## config.mk

```make
export PLATFORM = sky130hd
export DESIGN_NAME = radio_aux_control_registers
export DESIGN_NICKNAME = d
export VERILOG_FILES = /design/src/rtl/radio_aux_pkg.sv /design/src/rtl/adc_readback_path.sv /design/src/rtl/radio_aux_control_registers.sv
export VERILOG_INCLUDE_DIRS = /design/src /design/src/rtl
export SDC_FILE = /design/constraint.sdc
export NUM_CORES = 1
export LEC_CHECK = 0
export ABC_AREA = 1
export BUFFER_PORTS_ARGS = -buffer_cell sky130_fd_sc_hd__buf_2
export CORE_MARGIN = 2
export CORE_UTILIZATION = 60
export DETAILED_ROUTE_END_ITERATION = 10
export GPL_TIMING_DRIVEN = 0
export PLACE_DENSITY = 0.83
export SETUP_SLACK_MARGIN = 0.5
export SKIP_CTS_REPAIR_TIMING = 1
export SYNTH_ARGS = -nofsm -noshare
export SYNTH_HDL_FRONTEND = slang
export SYNTH_HIERARCHICAL = 1
export SYNTH_SLANG_ARGS = --single-unit
export TNS_END_PERCENT = 5
```

## constraint.sdc

```tcl
create_clock -name ref_clk -period 2.2 [get_ports ref_clk]
set_input_delay 0.33 -clock ref_clk [delete_from_list [all_inputs] [get_ports ref_clk]]
set_output_delay 0.33 -clock ref_clk [all_outputs]
set_load 0.03 [all_outputs]
```

## src/rtl/radio_aux_defines.svh

```systemverilog
/*
 Offsets, field positions, reset values and counts of the auxiliary radio
 control registers. Assumes a 10-bit memory address and 8-bit data.
*/
`ifndef RADIO_AUX_DEFINES_SVH
`define RADIO_AUX_DEFINES_SVH

// ==========================================================
// register offsets
`define OFF_OPERATING_OPTION   10'h11A
`define OFF_EXT_AMP_PIN_SEL    10'h11B
`define OFF_WAKEUP_CFG_HI      10'h30C
`define OFF_WAKEUP_CFG_LO      10'h30D
`define OFF_WAKEUP_VAL_HI      10'h30E
`define OFF_WAKEUP_VAL_LO      10'h30F
`define OFF_WAKEUP_FLAG_CLEAR  10'h310
`define OFF_WAKEUP_STATE       10'h311
`define OFF_ADC_READBACK_HI    10'h327
`define OFF_ADC_READBACK_LO    10'h328
`define OFF_ADC_CONFIG_LO      10'h359
`define OFF_ADC_CONFIG_HI      10'h35A

// modem configuration memory window (bits 9:8 of the address)
`define MODEM_CFG_PAGE         2'h3

// ==========================================================
// field positions
`define BIT_EXT_AMP_OUT_EN     3
`define BIT_EXT_RX_AMP_EN      2
`define BIT_EXT_AMP_PIN_SEL    0
`define BIT_ADC_REF_POWER      4
`define FLD_ADC_FILT_HI        6
`define FLD_ADC_FILT_LO        5

// ==========================================================
// reset values
`define RST_OPERATING_OPTION   8'h00
`define RST_EXT_AMP_PIN_SEL    8'h00
`define RST_WAKEUP_CFG         8'h00
`define RST_WAKEUP_VAL         8'h00
`define RST_ADC_CONFIG_LO      8'h00
`define RST_ADC_CONFIG_HI      8'h1F
`define RST_BYTE               8'h00

// ==========================================================
// timing counts
`define AGC_TICK_DIV           8'd16

`endif

```

## src/rtl/radio_aux_pkg.sv

```systemverilog
/*
 Types shared by the auxiliary radio control registers and the ADC
 readback path. Assumes radio_aux_defines.svh is not needed here.
*/
package radio_aux_pkg;

   // radio state as reported by the radio controller
   typedef enum logic [2:0] {
      off_state,
      on_state,
      receive_state,
      transmit_state,
      sleep_state
   } radio_state_type;

   // ADC filtering modes
   typedef enum logic [1:0] {
      filt_none,
      filt_rb_on_read,
      filt_rb_on_tick,
      filt_all
   } adc_filter_type;

   // one memory access from the SPI command decoder
   typedef struct packed {
      logic       wr;
      logic       rd;
      logic [9:0] addr;
      logic [7:0] wdata;
   } mem_req_type;

   // external amplifier control pins, two pin pairs
   typedef struct packed {
      logic pa_1v8;
      logic lna_1v8;
      logic pa_vdd;
      logic lna_vdd;
   } amp_pins_type;

   // wake-up timer settings handed to the timer
   typedef struct packed {
      logic [15:0] config_word;
      logic [15:0] value_word;
      logic        value_load;
      logic        flag_clear;
   } wakeup_ctrl_type;

endpackage

```

## src/rtl/adc_readback_path.sv

```systemverilog
/*
 ADC sample filter and the three-read readback sequence.
 Assumes samples and strobes are on the same clock as the caller.
*/
`timescale 1ns/1ps
`default_nettype none
`include "radio_aux_defines.svh"

module adc_readback_path
   import radio_aux_pkg::*;
(
   input  wire logic           ref_clk,
   input  wire logic           nrst,
   input  wire logic           clear,
   input  wire adc_filter_type filt_mode,
   input  wire logic [7:0]     adc_sample,
   input  wire logic           agc_tick,
   input  wire logic           modem_cfg_read,
   input  wire logic           rd_hi,
   input  wire logic           rd_lo,
   output logic [7:0]          captured,
   output logic                second_hi,
   output logic [7:0]          agc_sample
);
   import radio_aux_pkg::*;

   logic [7:0] filt_r, filt_nxt;
   logic [7:0] cap_r, cap_nxt;
   logic       seq_r, seq_nxt;
   logic [7:0] agc_r, agc_nxt;
   logic [8:0] sum;
   logic       filt_upd;

   // ==========================================================
   // filter and sequence next state
   always_comb begin
      sum      = {1'b0, filt_r} + {1'b0, adc_sample};
      filt_upd = 1'b0;
      case (filt_mode)
         filt_rb_on_read: filt_upd = modem_cfg_read;
         filt_rb_on_tick: filt_upd = agc_tick;
         filt_all:        filt_upd = agc_tick;
         default:         filt_upd = 1'b0;
      endcase
      filt_nxt = filt_upd ? sum[8:1] : filt_r;  // two-tap average, cheap
      cap_nxt  = cap_r;
      seq_nxt  = seq_r;
      // first high read latches a sample, low read arms the second high read
      if (rd_hi && !seq_r) begin
         cap_nxt = (filt_mode == filt_none) ? adc_sample : filt_r;
      end else if (rd_hi && seq_r) begin
         seq_nxt = 1'b0;
      end else if (rd_lo) begin
         seq_nxt = 1'b1;
      end
      // gain loop sees the filter only in the full mode
      agc_nxt = (filt_mode == filt_all) ? filt_r : adc_sample;
      if (clear) begin
         filt_nxt = `RST_BYTE;
         cap_nxt  = `RST_BYTE;
         seq_nxt  = 1'b0;
      end
   end

   // registers
   always_ff @(posedge ref_clk or negedge nrst) begin
      if (!nrst) begin
         filt_r <= `RST_BYTE;
         cap_r  <= `RST_BYTE;
         seq_r  <= 1'b0;
         agc_r  <= `RST_BYTE;
      end else begin
         filt_r <= filt_nxt;
         cap_r  <= cap_nxt;
         seq_r  <= seq_nxt;
         agc_r  <= agc_nxt;
      end
   end

   assign captured   = cap_r;
   assign second_hi  = seq_r;
   assign agc_sample = agc_r;

endmodule

`default_nettype wire

```

## src/rtl/radio_aux_control_registers.sv

```systemverilog
/*
 Auxiliary radio control registers: external amplifier controls, wake-up
 timer settings and ADC configuration with readback. Assumes an SPI command
 decoder on ref_clk presents one memory access per cycle, and that radio
 state, ADC sample and timer status come from logic on the same clock.
*/
`include "radio_aux_defines.svh"
`timescale 1ns/1ps
`default_nettype none

// How it works
// - with the amplifier output enable set, the PA control is high only in transmit.
// - with the receive amplifier enable set, the LNA control is high only in receive.
// - the pin select bit routes both controls to the 1.8 V pair or the supply-level pair.
// - entering sleep returns all modem configuration registers to their defaults.
// - a wake-up value high byte waits and reaches the timer only with the low byte.
// - filter code 00 filters nothing and code 11 filters gain loop and readback.
// - codes 01 and 10 filter only the readback, refreshed per read or per gain tick.
// - clearing the reference power bit powers the ADC reference down.
// - high read starts a readback, low read gives bits 1:0, next high read bits 7:2.
module radio_aux_control_registers
   import radio_aux_pkg::*;
(
   input  wire logic                          ref_clk,
   input  wire logic                          nrst,
   input  wire radio_aux_pkg::mem_req_type    mem_req,
   output logic [7:0]                         mem_rdata,
   output logic                               mem_rvalid,
   input  wire radio_aux_pkg::radio_state_type radio_state,
   output radio_aux_pkg::amp_pins_type        amp_pins,
   output radio_aux_pkg::wakeup_ctrl_type     wakeup_ctrl,
   input  wire logic [7:0]                    wakeup_status,
   input  wire logic [7:0]                    adc_sample,
   output logic [7:0]                         adc_source_sel,
   output logic                               adc_ref_power_on,
   output logic                               agc_filter_on,
   output logic [7:0]                         agc_sample
);
   import radio_aux_pkg::*;

   // ==========================================================
   // register state
   logic [7:0]      opt_r,      opt_nxt;
   logic [7:0]      pinsel_r,   pinsel_nxt;
   logic [7:0]      wcfg_hi_r,  wcfg_hi_nxt;
   logic [7:0]      wcfg_lo_r,  wcfg_lo_nxt;
   logic [7:0]      wval_hi_r,  wval_hi_nxt;
   logic [7:0]      wval_lo_r,  wval_lo_nxt;
   logic [7:0]      acfg_lo_r,  acfg_lo_nxt;
   logic [7:0]      acfg_hi_r,  acfg_hi_nxt;
   wakeup_ctrl_type wctl_r,     wctl_nxt;
   amp_pins_type    pins_r,     pins_nxt;
   logic [7:0]      rdata_r,    rdata_nxt;
   logic            rvalid_r,   rvalid_nxt;
   logic [7:0]      div_r,      div_nxt;
   logic            tick_r,     tick_nxt;

   logic            in_sleep;
   logic            wr_hit_cfg;
   logic            rd_rb_hi;
   logic            rd_rb_lo;
   logic            modem_cfg_rd;
   logic [7:0]      rb_captured;
   logic            rb_second_hi;
   adc_filter_type  filt_mode;
   logic            pa_level;
   logic            lna_level;

   // address match used by both write and read decoding
   function automatic logic hit(input logic [9:0] addr, input logic [9:0] off);
      hit = (addr == off);
   endfunction

   // true for addresses inside the volatile modem configuration page
   function automatic logic modem_page(input logic [9:0] addr);
      modem_page = (addr[9:8] == `MODEM_CFG_PAGE);
   endfunction

   assign in_sleep     = (radio_state == sleep_state);
   assign wr_hit_cfg   = mem_req.wr && !in_sleep;
   assign rd_rb_hi     = mem_req.rd && hit(mem_req.addr, `OFF_ADC_READBACK_HI);
   assign rd_rb_lo     = mem_req.rd && hit(mem_req.addr, `OFF_ADC_READBACK_LO);
   assign modem_cfg_rd = mem_req.rd && modem_page(mem_req.addr);
   assign filt_mode    = adc_filter_type'(acfg_hi_r[`FLD_ADC_FILT_HI:`FLD_ADC_FILT_LO]);

   // ==========================================================
   // gain-control clock enable from a free divider
   always_comb begin
      tick_nxt = 1'b0;
      div_nxt  = div_r + 8'd1;
      if (div_r == (`AGC_TICK_DIV - 8'd1)) begin
         div_nxt  = 8'd0;
         tick_nxt = 1'b1;
      end
   end

   always_ff @(posedge ref_clk or negedge nrst) begin
      if (!nrst) begin
         div_r  <= 8'd0;
         tick_r <= 1'b0;
      end else begin
         div_r  <= div_nxt;
         tick_r <= tick_nxt;
      end
   end

   // ==========================================================
   // register writes; the modem page is wiped while asleep
   always_comb begin
      opt_nxt     = opt_r;
      pinsel_nxt  = pinsel_r;
      wcfg_hi_nxt = wcfg_hi_r;
      wcfg_lo_nxt = wcfg_lo_r;
      wval_hi_nxt = wval_hi_r;
      wval_lo_nxt = wval_lo_r;
      acfg_lo_nxt = acfg_lo_r;
      acfg_hi_nxt = acfg_hi_r;
      wctl_nxt    = wctl_r;
      wctl_nxt.value_load = 1'b0;
      wctl_nxt.flag_clear = 1'b0;
      // option registers live outside the modem page and survive sleep
      if (mem_req.wr) begin
         if (hit(mem_req.addr, `OFF_OPERATING_OPTION)) begin
            opt_nxt = mem_req.wdata;
         end else if (hit(mem_req.addr, `OFF_EXT_AMP_PIN_SEL)) begin
            pinsel_nxt = mem_req.wdata;
         end
      end
      if (wr_hit_cfg) begin
         if (hit(mem_req.addr, `OFF_WAKEUP_CFG_HI)) begin
            wcfg_hi_nxt = mem_req.wdata;
         end else if (hit(mem_req.addr, `OFF_WAKEUP_CFG_LO)) begin
            // host keeps the high byte current before this write
            wcfg_lo_nxt = mem_req.wdata;
            wctl_nxt.config_word = {wcfg_hi_r, mem_req.wdata};
         end else if (hit(mem_req.addr, `OFF_WAKEUP_VAL_HI)) begin
            wval_hi_nxt = mem_req.wdata;
         end else if (hit(mem_req.addr, `OFF_WAKEUP_VAL_LO)) begin
            // pending high byte goes out together with the low byte
            wval_lo_nxt = mem_req.wdata;
            wctl_nxt.value_word = {wval_hi_r, mem_req.wdata};
            wctl_nxt.value_load = 1'b1;
         end else if (hit(mem_req.addr, `OFF_WAKEUP_FLAG_CLEAR)) begin
            wctl_nxt.flag_clear = 1'b1;
         end else if (hit(mem_req.addr, `OFF_ADC_CONFIG_LO)) begin
            acfg_lo_nxt = mem_req.wdata;
         end else if (hit(mem_req.addr, `OFF_ADC_CONFIG_HI)) begin
            // reserved low nibble is stored as written; host writes ones
            acfg_hi_nxt = mem_req.wdata;
         end
      end
      if (in_sleep) begin
         wcfg_hi_nxt = `RST_WAKEUP_CFG;
         wcfg_lo_nxt = `RST_WAKEUP_CFG;
         wval_hi_nxt = `RST_WAKEUP_VAL;
         wval_lo_nxt = `RST_WAKEUP_VAL;
         acfg_lo_nxt = `RST_ADC_CONFIG_LO;
         acfg_hi_nxt = `RST_ADC_CONFIG_HI;
      end
   end

   always_ff @(posedge ref_clk or negedge nrst) begin
      if (!nrst) begin
         opt_r     <= `RST_OPERATING_OPTION;
         pinsel_r  <= `RST_EXT_AMP_PIN_SEL;
         wcfg_hi_r <= `RST_WAKEUP_CFG;
         wcfg_lo_r <= `RST_WAKEUP_CFG;
         wval_hi_r <= `RST_WAKEUP_VAL;
         wval_lo_r <= `RST_WAKEUP_VAL;
         acfg_lo_r <= `RST_ADC_CONFIG_LO;
         acfg_hi_r <= `RST_ADC_CONFIG_HI;
         wctl_r    <= '0;
      end else begin
         opt_r     <= opt_nxt;
         pinsel_r  <= pinsel_nxt;
         wcfg_hi_r <= wcfg_hi_nxt;
         wcfg_lo_r <= wcfg_lo_nxt;
         wval_hi_r <= wval_hi_nxt;
         wval_lo_r <= wval_lo_nxt;
         acfg_lo_r <= acfg_lo_nxt;
         acfg_hi_r <= acfg_hi_nxt;
         wctl_r    <= wctl_nxt;
      end
   end

   // ==========================================================
   // ADC readback path, cleared with the rest of the modem page
   adc_readback_path u_readback (
      .ref_clk        (ref_clk),
      .nrst           (nrst),
      .clear          (in_sleep),
      .filt_mode      (filt_mode),
      .adc_sample     (adc_sample),
      .agc_tick       (tick_r),
      .modem_cfg_read (modem_cfg_rd),
      .rd_hi          (rd_rb_hi),
      .rd_lo          (rd_rb_lo),
      .captured       (rb_captured),
      .second_hi      (rb_second_hi),
      .agc_sample     (agc_sample)
   );

   // ==========================================================
   // read data, one cycle after the request
   always_comb begin
      rdata_nxt  = rdata_r;
      rvalid_nxt = mem_req.rd;
      if (mem_req.rd) begin
         if (hit(mem_req.addr, `OFF_OPERATING_OPTION)) begin
            rdata_nxt = opt_r;
         end else if (hit(mem_req.addr, `OFF_EXT_AMP_PIN_SEL)) begin
            rdata_nxt = pinsel_r;
         end else if (hit(mem_req.addr, `OFF_WAKEUP_CFG_HI)) begin
            rdata_nxt = wcfg_hi_r;
         end else if (hit(mem_req.addr, `OFF_WAKEUP_CFG_LO)) begin
            rdata_nxt = wcfg_lo_r;
         end else if (hit(mem_req.addr, `OFF_WAKEUP_VAL_HI)) begin
            rdata_nxt = wval_hi_r;
         end else if (hit(mem_req.addr, `OFF_WAKEUP_VAL_LO)) begin
            rdata_nxt = wval_lo_r;
         end else if (hit(mem_req.addr, `OFF_WAKEUP_STATE)) begin
            rdata_nxt = wakeup_status;
         end else if (rd_rb_hi) begin
            // the opening read only starts the sequence and returns zero
            rdata_nxt = rb_second_hi ? {2'b00, rb_captured[7:2]} : `RST_BYTE;
         end else if (rd_rb_lo) begin
            rdata_nxt = {6'b000000, rb_captured[1:0]};
         end else if (hit(mem_req.addr, `OFF_ADC_CONFIG_LO)) begin
            rdata_nxt = acfg_lo_r;
         end else if (hit(mem_req.addr, `OFF_ADC_CONFIG_HI)) begin
            rdata_nxt = acfg_hi_r;
         end else begin
            rdata_nxt = `RST_BYTE;  // unmapped or write-only reads as zero
         end
      end
   end

   always_ff @(posedge ref_clk or negedge nrst) begin
      if (!nrst) begin
         rdata_r  <= `RST_BYTE;
         rvalid_r <= 1'b0;
      end else begin
         rdata_r  <= rdata_nxt;
         rvalid_r <= rvalid_nxt;
      end
   end

   // ==========================================================
   // external amplifier controls; unselected pair is held low
   always_comb begin
      pa_level  = opt_r[`BIT_EXT_AMP_OUT_EN] && (radio_state == transmit_state);
      lna_level = opt_r[`BIT_EXT_RX_AMP_EN] && (radio_state == receive_state);
      pins_nxt.pa_1v8  = pa_level && !pinsel_r[`BIT_EXT_AMP_PIN_SEL];
      pins_nxt.lna_1v8 = lna_level && !pinsel_r[`BIT_EXT_AMP_PIN_SEL];
      pins_nxt.pa_vdd  = pa_level && pinsel_r[`BIT_EXT_AMP_PIN_SEL];
      pins_nxt.lna_vdd = lna_level && pinsel_r[`BIT_EXT_AMP_PIN_SEL];
   end

   // registered so the pads never see a decode glitch
   always_ff @(posedge ref_clk or negedge nrst) begin
      if (!nrst) begin
         pins_r <= '0;
      end else begin
         pins_r <= pins_nxt;
      end
   end

   assign amp_pins         = pins_r;
   assign wakeup_ctrl      = wctl_r;
   assign mem_rdata        = rdata_r;
   assign mem_rvalid       = rvalid_r;
   assign adc_source_sel   = acfg_lo_r;
   assign adc_ref_power_on = acfg_hi_r[`BIT_ADC_REF_POWER];
   assign agc_filter_on    = (filt_mode == filt_all);

endmodule

`default_nettype wire

```

# == Word-level counts from Yosys, hierarchy flattened ==
# Cells that the tools add are included.
# op_classes
add_sub_neg,2
mul,0
div_mod_pow,0
magnitude_cmp,0
eq_ne,27
n_shift,0
mux,67
n_bitwise,4
n_reduce_logical,38
# ops
operator,n
two-way mux 8 bit,53
== test 10 bit (second input constant),10
== test 10 x 9 -> 1 bit (second input constant),2
nonzero test 2 bit,9
!= test 2 bit (second input constant),7
logical AND 1 bit,12
AND reduction 5 bit,2
adder 8 x 8 -> 9 bit,1
AND reduction 3 bit,3
adder 8 x 1 -> 8 bit (second input constant),1
== test 8 x 4 -> 1 bit (second input constant),1
two-way mux 1 bit,8
two-way mux 2 bit,4
AND reduction 8 bit,1
AND reduction 7 bit,1
== test 2 bit (second input constant),3
== test 3 x 2 -> 1 bit (second input constant),2
two-way mux 6 bit,1
AND reduction 2 bit,3
NOT 1 bit,4
AND reduction 4 bit,1
== test 3 bit (second input constant),1
zero test 1 bit,3
nonzero test 3 bit,1
4 further kinds,4
# totals
ff_bits,145
latchBits,0
mem_bits_rw,0
rom_bits,0
inputBits,41
out_inout_bits,65
n_memories,0

# == Longest topological paths before layout ==
# Gate-level depths: netlist of the first run.
# logic_depth
depth_word,12
ltp_mapped,15

# == By module ==
# The synthesis of the first run kept the hierarchy.
# by_module_without_submodules
module,instances,cells_each,area_per_inst_um2,seq_area_each_um2
radio_aux_control_registers,1,676,5672.9,3009.1
adc_readback_path,1,169,1386.3,625.6

# == Worst setup path after synthesis of the first run ==
# Ideal clock, no wire load.
# synth_path
path_type,input -> register
from,in radio_state[2]
to,reg u_readback.filt_r[7]
t_arrival_ns,1.557
required_time_ns,2.080
path_slack_ns,0.523
cell_stages,8
n_path_buf,1
path_cell_list,inv_1 nor3_4 clkbuf_1 inv_2 nand3_2 inv_1 nand2_1 nand2_1
# synth_via
elab_chain_cells,2
elab_cells_between_ends,3
classes_between,eq/ne: 1; mux: 1; reduce/logical: 1
# synth_lines
item,line_no,rtl
from (decl),radio_aux_control_registers.sv:29,"input wire radio_aux_pkg::radio_state_type radio_state,"
== test 3 bit *,radio_aux_control_registers.sv:79,assign in_sleep = (radio_state == sleep_state);
via in_sleep,radio_aux_control_registers.sv:58,logic in_sleep;
two-way mux 8 bit / nonzero test 2 bit (equally long branches),n/a,
to (signal assigned),adc_readback_path.sv:68,filt_r <= `RST_BYTE;
to (signal assigned),adc_readback_path.sv:73,filt_r <= filt_nxt;
to (decl),adc_readback_path.sv:27,"logic [7:0] filt_r, filt_nxt;"
# The timed path passes the listed nets; every way through them passes the cells marked *.
# A chain may end at the register's enable or synchronous reset.

# == Worst setup path in the final report of the first run ==
# layout_path
from,in mem_req[10] in the netlist's numbering
to,"reg rdata_r[6], in the netlist mem_rdata[6]"
# layout_via
elab_chain_cells,12
elab_cells_between_ends,24
classes_between,eq/ne: 11; mux: 11; reduce/logical: 2
# layout_lines
item,line_no,rtl
from (decl),radio_aux_control_registers.sv:26,"input wire radio_aux_pkg::mem_req_type mem_req,"
== test 10 bit,radio_aux_control_registers.sv:71,hit = (addr == off);
two-way mux 8 bit,radio_aux_control_registers.sv:230,"end else if (hit(mem_req.addr, `OFF_ADC_CONFIG_HI)) begin"
two-way mux 8 bit,radio_aux_control_registers.sv:228,"end else if (hit(mem_req.addr, `OFF_ADC_CONFIG_LO)) begin"
two-way mux 8 bit,radio_aux_control_registers.sv:226,end else if (rd_rb_lo) begin
two-way mux 8 bit,radio_aux_control_registers.sv:223,end else if (rd_rb_hi) begin
two-way mux 8 bit,radio_aux_control_registers.sv:221,"end else if (hit(mem_req.addr, `OFF_WAKEUP_STATE)) begin"
two-way mux 8 bit,radio_aux_control_registers.sv:219,"end else if (hit(mem_req.addr, `OFF_WAKEUP_VAL_LO)) begin"
two-way mux 8 bit,radio_aux_control_registers.sv:217,"end else if (hit(mem_req.addr, `OFF_WAKEUP_VAL_HI)) begin"
two-way mux 8 bit,radio_aux_control_registers.sv:215,"end else if (hit(mem_req.addr, `OFF_WAKEUP_CFG_LO)) begin"
two-way mux 8 bit,radio_aux_control_registers.sv:213,"end else if (hit(mem_req.addr, `OFF_WAKEUP_CFG_HI)) begin"
two-way mux 8 bit,radio_aux_control_registers.sv:211,"end else if (hit(mem_req.addr, `OFF_EXT_AMP_PIN_SEL)) begin"
two-way mux 8 bit *,radio_aux_control_registers.sv:209,"if (hit(mem_req.addr, `OFF_OPERATING_OPTION)) begin"
to (signal assigned),radio_aux_control_registers.sv:240,rdata_r <= `RST_BYTE;
to (signal assigned),radio_aux_control_registers.sv:243,rdata_r <= rdata_nxt;
to (decl),radio_aux_control_registers.sv:53,"logic [7:0] rdata_r, rdata_nxt;"
# Every way passes the cells marked *; elsewhere a longest branch is shown, timed or not.

==> results of run 1 <==
cell type report:
class	count	area (µm²)	share of cell area (%)
Multi-Input combinational cell	587	2980	35.3
Clock buffer	17	425	5.03
Clock inverter	15	196	2.32
Inverter	96	360	4.26
Sequential cell	145	3630	43.0
Timing Repair Buffer	108	577	6.83
Tap cell	143	179	2.12
Buffer	17	95.1	1.13
routing by layer:
metal	track usage, %	vias to the layer above	routed length (µm)
li1	-	3013	-
met1	40.8	2980	7850
met2	51.0	261	9030
met3	6.16	42	1270
met4	13.7	0	642
met5	0	-	0
power breakdown:
part / total [mW] / switching [mW] / internal [mW] / leakage (nW)
sequential: 3.10 / 0.201 / 2.90 / 1.90
combinational: 1.06 / 0.724 / 0.331 / 2.26
clock: 3.04 / 1.22 / 1.82 / 0.296
flip-flops by register name, summed over array words and instances (netlist names):
signal and count:
acfg_hi_r 8, adc_source_sel 8, amp_pins 4, div_r 8, mem_rdata 8, mem_rvalid 1
opt_r 8, pinsel_r 8, tick_r 1, u_readback/agc_sample 8, u_readback/captured 8, u_readback/filt_r 8
u_readback/second_hi 1, wakeup_ctrl 34, wcfg_hi_r 8, wcfg_lo_r 8, wval_hi_r 8, wval_lo_r 8
stage by stage:
| step | cell area, µm² | cells |
|---|---|---|
| CTS | 8420 | 1126 |
| finish | 8450 | 1128 |
| detailed placement | 7800 | 1094 |
| global placement | 7760 | 1093 |
| global route | 8450 | 1128 |
| floorplan | 7060 | 845 |
worst reg2reg max path, cell delays in order, from the launching register on:
cell,delay (ns)
dfrtp_1,0.40
nand2_1,0.08
inv_1,0.06
fa_2,0.34
nand2_2,0.08
nand2_1,0.08
nand3b_1,0.15
nand3b_1,0.11
nand3_1,0.09
nand2_1,0.06
cells in the final DEF, fill, tap and decap left out, types with 5 or more instances in the layout:
cell	n
a21oi_1	29
buf_2	108
clkbuf_1	8
clkbuf_16	17
dfrtp_1	140
dfstp_2	5
ha_1	8
inv_1	86
inv_2	10
inv_6	6
nand2_1	243
nand2_2	8
nand3_1	37
nand4_1	15
nor2_1	61
nor2_2	9
nor2_4	6
nor4_1	5
o21ai_0	89
o21ai_1	16
o21ai_2	8
o22ai_1	9
xor2_1	5
logic make-up after synthesis:
logic type / after synthesis / share of synthesized area [%]
adders and majority gates: 9 / 1.70
and+or+nand+nor: 408 / 26.4
AOI/OAI and AO/OA: 158 / 12.2
DFF: 145 / 51.5
xor gates and xnor gates: 5 / 0.620
buffers and inverters: 113 / 6.43
muxes: 7 / 1.12
worst paths after layout:
kind,startpoint,endpoint,slack [ns],cells after the start
worst max-delay path,mem_req[10],mem_rdata[6],0.56,14
worst min-delay path,mem_req[18],mem_rvalid,0.13,1
worst max register to register,u_readback/filt_r[0],u_readback/filt_r[5],0.65,9
worst min register to register,div_r[0],div_r[0],0.46,1
max in group asynchronous,nrst,acfg_hi_r[3],0.90,3
min in group asynchronous,nrst,wval_hi_r[5],0.47,2
==> impl_results.md, run 1 <==
* Die Wd at 112 µm
* Clk Latency, worst-skew pair at 0.43 ns
* Worst Setup Path Type: input pin to flop
* Worst EP required at 2.56 ns
* Final core utilization at 73.7%
* CTS tree: yes
* Slew HR at 50.8%
* Initial DRC count at 526
* Fin crit period at 1.64 ns
* Top-count cell post-synth: nand2_1
* Die Y at 112 µm
* Net Count, Synth at 895
* Vias per inst at 5.58
* Slew Viols, Final at 0
* Number of remaining DRC errors at 0
* Crit path arrival time at 2.00 ns
* PnR Total Power at 7.19 mW
* Filler cell count at 860
* Via count at 6296
* CP Buf/Inv Count at 3
* Vias in the first global route at 6000
* Worst-path fanout max at 6
* IO Count at 106
* Die ar. at 12600 µm²
* # port buffers at 105
* Critical Path Source Type: input pin
* Post-Synthesis Cell Area at 7060 µm²
* Max cap viols at 0
* Total grt overflow at 0
* Min Hold Slack at 0.125 ns
* Post-route setup slack at 0.563 ns
* Clk slew on worst S/H paths at 0.06 ns
* Number of diodes at 0
* Peak supply drop at 0.000721 V
* # clock sinks at 145
* Top cells by count, synth: nand2_1 (244), dfrtp_1 (140), o21ai_0 (89)
* Most numerous cell on the critical path: nand2_1
* Critical-path cell list: buf_2 -> inv_1 -> nand2_2 -> nor2_2 -> nand3_1 -> inv_1 -> nand2_1 -> o21ai_0 -> o21ai_0 -> nand2_1 -> nand2_1 -> o211ai_1 -> nand2_1 -> nand2_1
* DP Worst Slack at -0.196 ns
* Initial cell density of the core at 61.6%
* Pwr/cell area at 851 nW/µm²
* H-Tree Depth at 4
* Fmax at 0.611 GHz
* Layout cells sized above 1 at 21.8%
* Pre-Repair DR Iteration Count at 5
* Cells after Synth at 845
* Outcome: finished clean
* Total CTS buffers at 17
* Top cell type's share of synthesized area at 49.6%
* Synthesis-to-finish area growth at 19.7%
* Placeable Area at 11500 µm²
* Final Hold Viols at 0
* Largest net degree at the start of global routing at 84
* Cell taking the most area after synthesis: dfrtp_1
* Ys async rst share at 100%
* Synthesized flop and latch total at 145
* CP endpoint kind: flop
* RSZ-0062 raised after global routing: yes
* Fin crit share at 74.4%
* Syn. warnings at 6
* Final Skew at 0.00759 ns
* Final setup fails at 0
* Post-route ant nets at 0
* CTS root buffer: clkbuf_16
* Number of distinct library cells after synthesis at 44
* Clk buf depth at 2
* Largest stage delay on the critical path at 0.24 ns
* Final TNS setup at 0 ns
* Delay-heaviest family, CP: simple AND/OR/NAND/NOR gates
* Synth Flop Type: dfrtp_1
* Synth top area cells: dfrtp_1 (50%), nand2_1 (13%), o21ai_0 (6.3%), inv_1 (4.6%), nor2_1 (3.2%)
* Post-DP HPWL at 13.6 mm
* Initial antenna violation count at 0
* Worst Tran Pin Value at 0.732 ns
* Crit-path slowest cell: nor2_2
* Static leakage at 4.46 nW
* Syn Area/Cell at 8.35 µm²
* First-pass GRT wire length at 30.2 mm
* Hold Crit Class: input pin to flop
* FP Rows at 39
* GPL Wtd Cong at 0.953
* Final #Nets at 1022
* Post-synth EDFFs at 0
* All-Layer GR Usage at 31.2%
* Final wirelength at 18.8 mm
* Seq/Total Area, Yosys at 51.5%
* WL/cell at 16.7 µm
Power figures use the tool's default switching activity.
==> inputs of run 2 (changes only) <==
--- a/config.mk
+++ b/config.mk
@@ -6,13 +6,13 @@
 export SDC_FILE = /design/constraint.sdc
 export NUM_CORES = 1
 export LEC_CHECK = 0
-export ABC_AREA = 1
+export ABC_AREA = 0
 export BUFFER_PORTS_ARGS = -buffer_cell sky130_fd_sc_hd__buf_2
 export CORE_MARGIN = 2
-export CORE_UTILIZATION = 60
+export CORE_UTILIZATION = 57
 export DETAILED_ROUTE_END_ITERATION = 10
 export GPL_TIMING_DRIVEN = 0
-export PLACE_DENSITY = 0.83
+export PLACE_DENSITY = 0.8
 export SETUP_SLACK_MARGIN = 0.5
 export SKIP_CTS_REPAIR_TIMING = 1
 export SYNTH_ARGS = -nofsm -noshare
==> constraint.sdc (replaced) <==
create_clock -name ref_clk -period 1.6 [get_ports ref_clk]
set_input_delay 0.24 -clock ref_clk [delete_from_list [all_inputs] [get_ports ref_clk]]
set_output_delay 0.24 -clock ref_clk [all_outputs]
set_load 0.03 [all_outputs]
==> impl_results.md, run 2 <==
* Vias per inst at 6.19
* Die Y at 116 µm
* Die ar. at 13400 µm²
* Worst Tran Pin Value at 0.766 ns
* Number of remaining DRC errors at 0
* Post-Layout Cell Count at 927
* Worst Setup Path Type: flop to flop
* Synth Flop Type: dfrtp_1
* Cells after Synth at 617
* Min Hold Slack at -0.212 ns
* Crit path arrival time at 2.11 ns
* CTS root buffer: clkbuf_16
* Largest net degree at the start of global routing at 83
* Critical-path cell list: ha_4 -> a21o_1 -> a31o_1 -> or3_1 -> a32o_1
* Slew Viols, Final at 0
* Clk slew on worst S/H paths at 0.06 ns
* Clk buf depth at 2
* Initial cell density of the core at 58.8%
* Final TNS setup at -0.408 ns
* Final Skew at 0.00722 ns
* Total grt overflow at 0
* First-pass GRT wire length at 28.7 mm
* Peak supply drop at 0.000605 V
* DP Worst Slack at -0.655 ns
* Crit-path slowest cell: dfrtp_2
* Final #Nets at 796
* Worst EP required at 1.92 ns
* Seq/Total Area, Yosys at 51.0%
* Fmax at 0.556 GHz
* Static leakage at 4.35 nW
* H-Tree Depth at 4
* Synth top area cells: dfrtp_1 (49%), mux2i_1 (6.3%), mux2_2 (6.0%), nand2_1 (3.1%), nor2_1 (3.0%)
* CTS tree: yes
* Pwr/cell area at 893 nW/µm²
* Post-DP HPWL at 12.9 mm
* Max cap viols at 0
* Commonest non-fill, non-tap cell in the layout: dfrtp_1
* Vias in the first global route at 5422
* Failing checks: hold timing, setup timing
* Max reg flops at 34
* Number of distinct library cells after synthesis at 80
* Slew HR at 48.9%
* Final Hold Viols at 63
* Post-synth EDFFs at 0
* Synthesis-to-finish area growth at 31.7%
* Synthesized flop and latch total at 145
* Total CTS buffers at 17
* RSZ-0062 raised after global routing: yes
* Inst Count DP at 881
* FP Rows at 40
* Net Count, Synth at 667
* Worst-path fanout max at 4
* Clk Latency, worst-skew pair at 0.43 ns
* Final wirelength at 20.2 mm
* Outcome: complete, but fails checks
* Post-Synthesis Cell Area at 7120 µm²
* Post-route ant nets at 0
* # port buffers at 95
* Initial DRC count at 518
* Hold Crit Class: input pin to asynchronous set/reset pin
* Fin crit share at 112%
* Syn. warnings at 6
* GPL Wtd Cong at 0.968
* Top-count cell post-synth: dfrtp_1
* Pre-Repair DR Iteration Count at 5
* Critical Path Source Type: flop
* All-Layer GR Usage at 28.8%
* Cell taking the most area after synthesis: dfrtp_1
* Post-route setup slack at -0.197 ns
* Ys async rst share at 100%
* IO Count at 106
* Filler cell count at 728
* CP endpoint kind: flop
* Initial antenna violation count at 0
* Largest stage delay on the critical path at 0.42 ns
* Number of diodes at 0
* Layout cells sized above 1 at 37.8%
* # clock sinks at 145
* Fin crit period at 1.80 ns
* Via count at 5740
* Placeable Area at 12100 µm²
* WL/cell at 21.8 µm
* Final setup fails at 6
* Top cells by count, synth: dfrtp_1 (140), nand2_1 (59), nor2_1 (56)
* Most frequent cells in the layout: dfrtp_1 (136), buf_6 (76), nand2_1 (57)
* Top cell type's share of synthesized area at 49.2%
* Syn Area/Cell at 11.5 µm²
* Die Wd at 116 µm
[run 2: cell count changes after synthesis, sizes merged, moves of 10 or more]
cell and change:
a22oi +12, inv -88, mux2 +50, mux2i +45, nand2 -193, nand3 -19
nand4 -10, nor2 -13, o21ai -94
[run 2: worst paths after layout]
kind	slack, ns	cells after the start	start	end
worst max-delay path	-0.20	5	u_readback/filt_r[4]	u_readback/filt_r[6]
worst min-delay path	-0.21	1	nrst	amp_pins[1]
worst max register to register	-0.20	5	u_readback/filt_r[4]	u_readback/filt_r[6]
worst min register to register	0.47	1	div_r[7]	div_r[7]
max in group asynchronous	0.97	2	nrst	acfg_hi_r[4]
min in group ref_clk	0.04	1	mem_req[18]	mem_rvalid
[run 2: metal layers]
| layer | part of all wire, % | global-route usage, % | up-vias |
|---|---|---|---|
| li1 | - | - | 2495 |
| met1 | 40 | 37.7 | 2871 |
| met2 | 48 | 45.0 | 314 |
| met3 | 8.0 | 7.32 | 60 |
| met4 | 3.9 | 14.3 | 0 |
| met5 | 0 | 0 | - |
[run 2: where the power goes]
part / internal, mW / total (mW) / switching, mW
registers: 3.71 / 3.74 / 0.0309
logic: 0.262 / 0.699 / 0.437
clock network: 2.41 / 3.94 / 1.52
[run 2: metrics by stage]
step / power (mW) / cell area (µm²) / utilization [%] / hold WS, ns
after floorplan: 4.11 / 7200 / - / -0.0556
final: 8.38 / 9380 / 77.5 / -0.212
after global placement: 4.35 / 7890 / 65.1 / 0.438
after global routing: 8.62 / 9380 / 77.5 / -0.172
after detailed placement: 4.38 / 7920 / 65.4 / 0.264
after CTS: 8.27 / 8510 / 70.3 / -0.178
[run 2: area by class of cell]
cell class / count / area (µm²) / share of cell area, %
Multi-Input combinational cell: 434 / 3600 / 38.3
Tap cell: 168 / 210 / 2.24
Buffer: 30 / 259 / 2.76
Inverter: 8 / 35.0 / 0.373
Clock buffer: 23 / 478 / 5.09
Timing Repair Buffer: 110 / 1060 / 11.3
Clock inverter: 9 / 108 / 1.15
Sequential cell: 145 / 3640 / 38.8
[run 2: cell families after synthesis]
family | share of synthesized area, %
flip-flops | 51.0
AND/OR/NAND/NOR | 16.4
buffers and inverters | 3.36
AO/OA/AOI/OAI | 10.2
multiplexers | 16.5
XOR/XNOR | 0.861
adder cells (fa/ha/maj) | 1.69
[run 2: worst max-delay path: cells and delay by family (launching register included)]
family	cells	cell delay, ns
AO/OA/AOI/OAI	3	0.67
adder cells (fa/ha/maj)	1	0.24
flip-flops	1	0.42
AND/OR/NAND/NOR	1	0.36
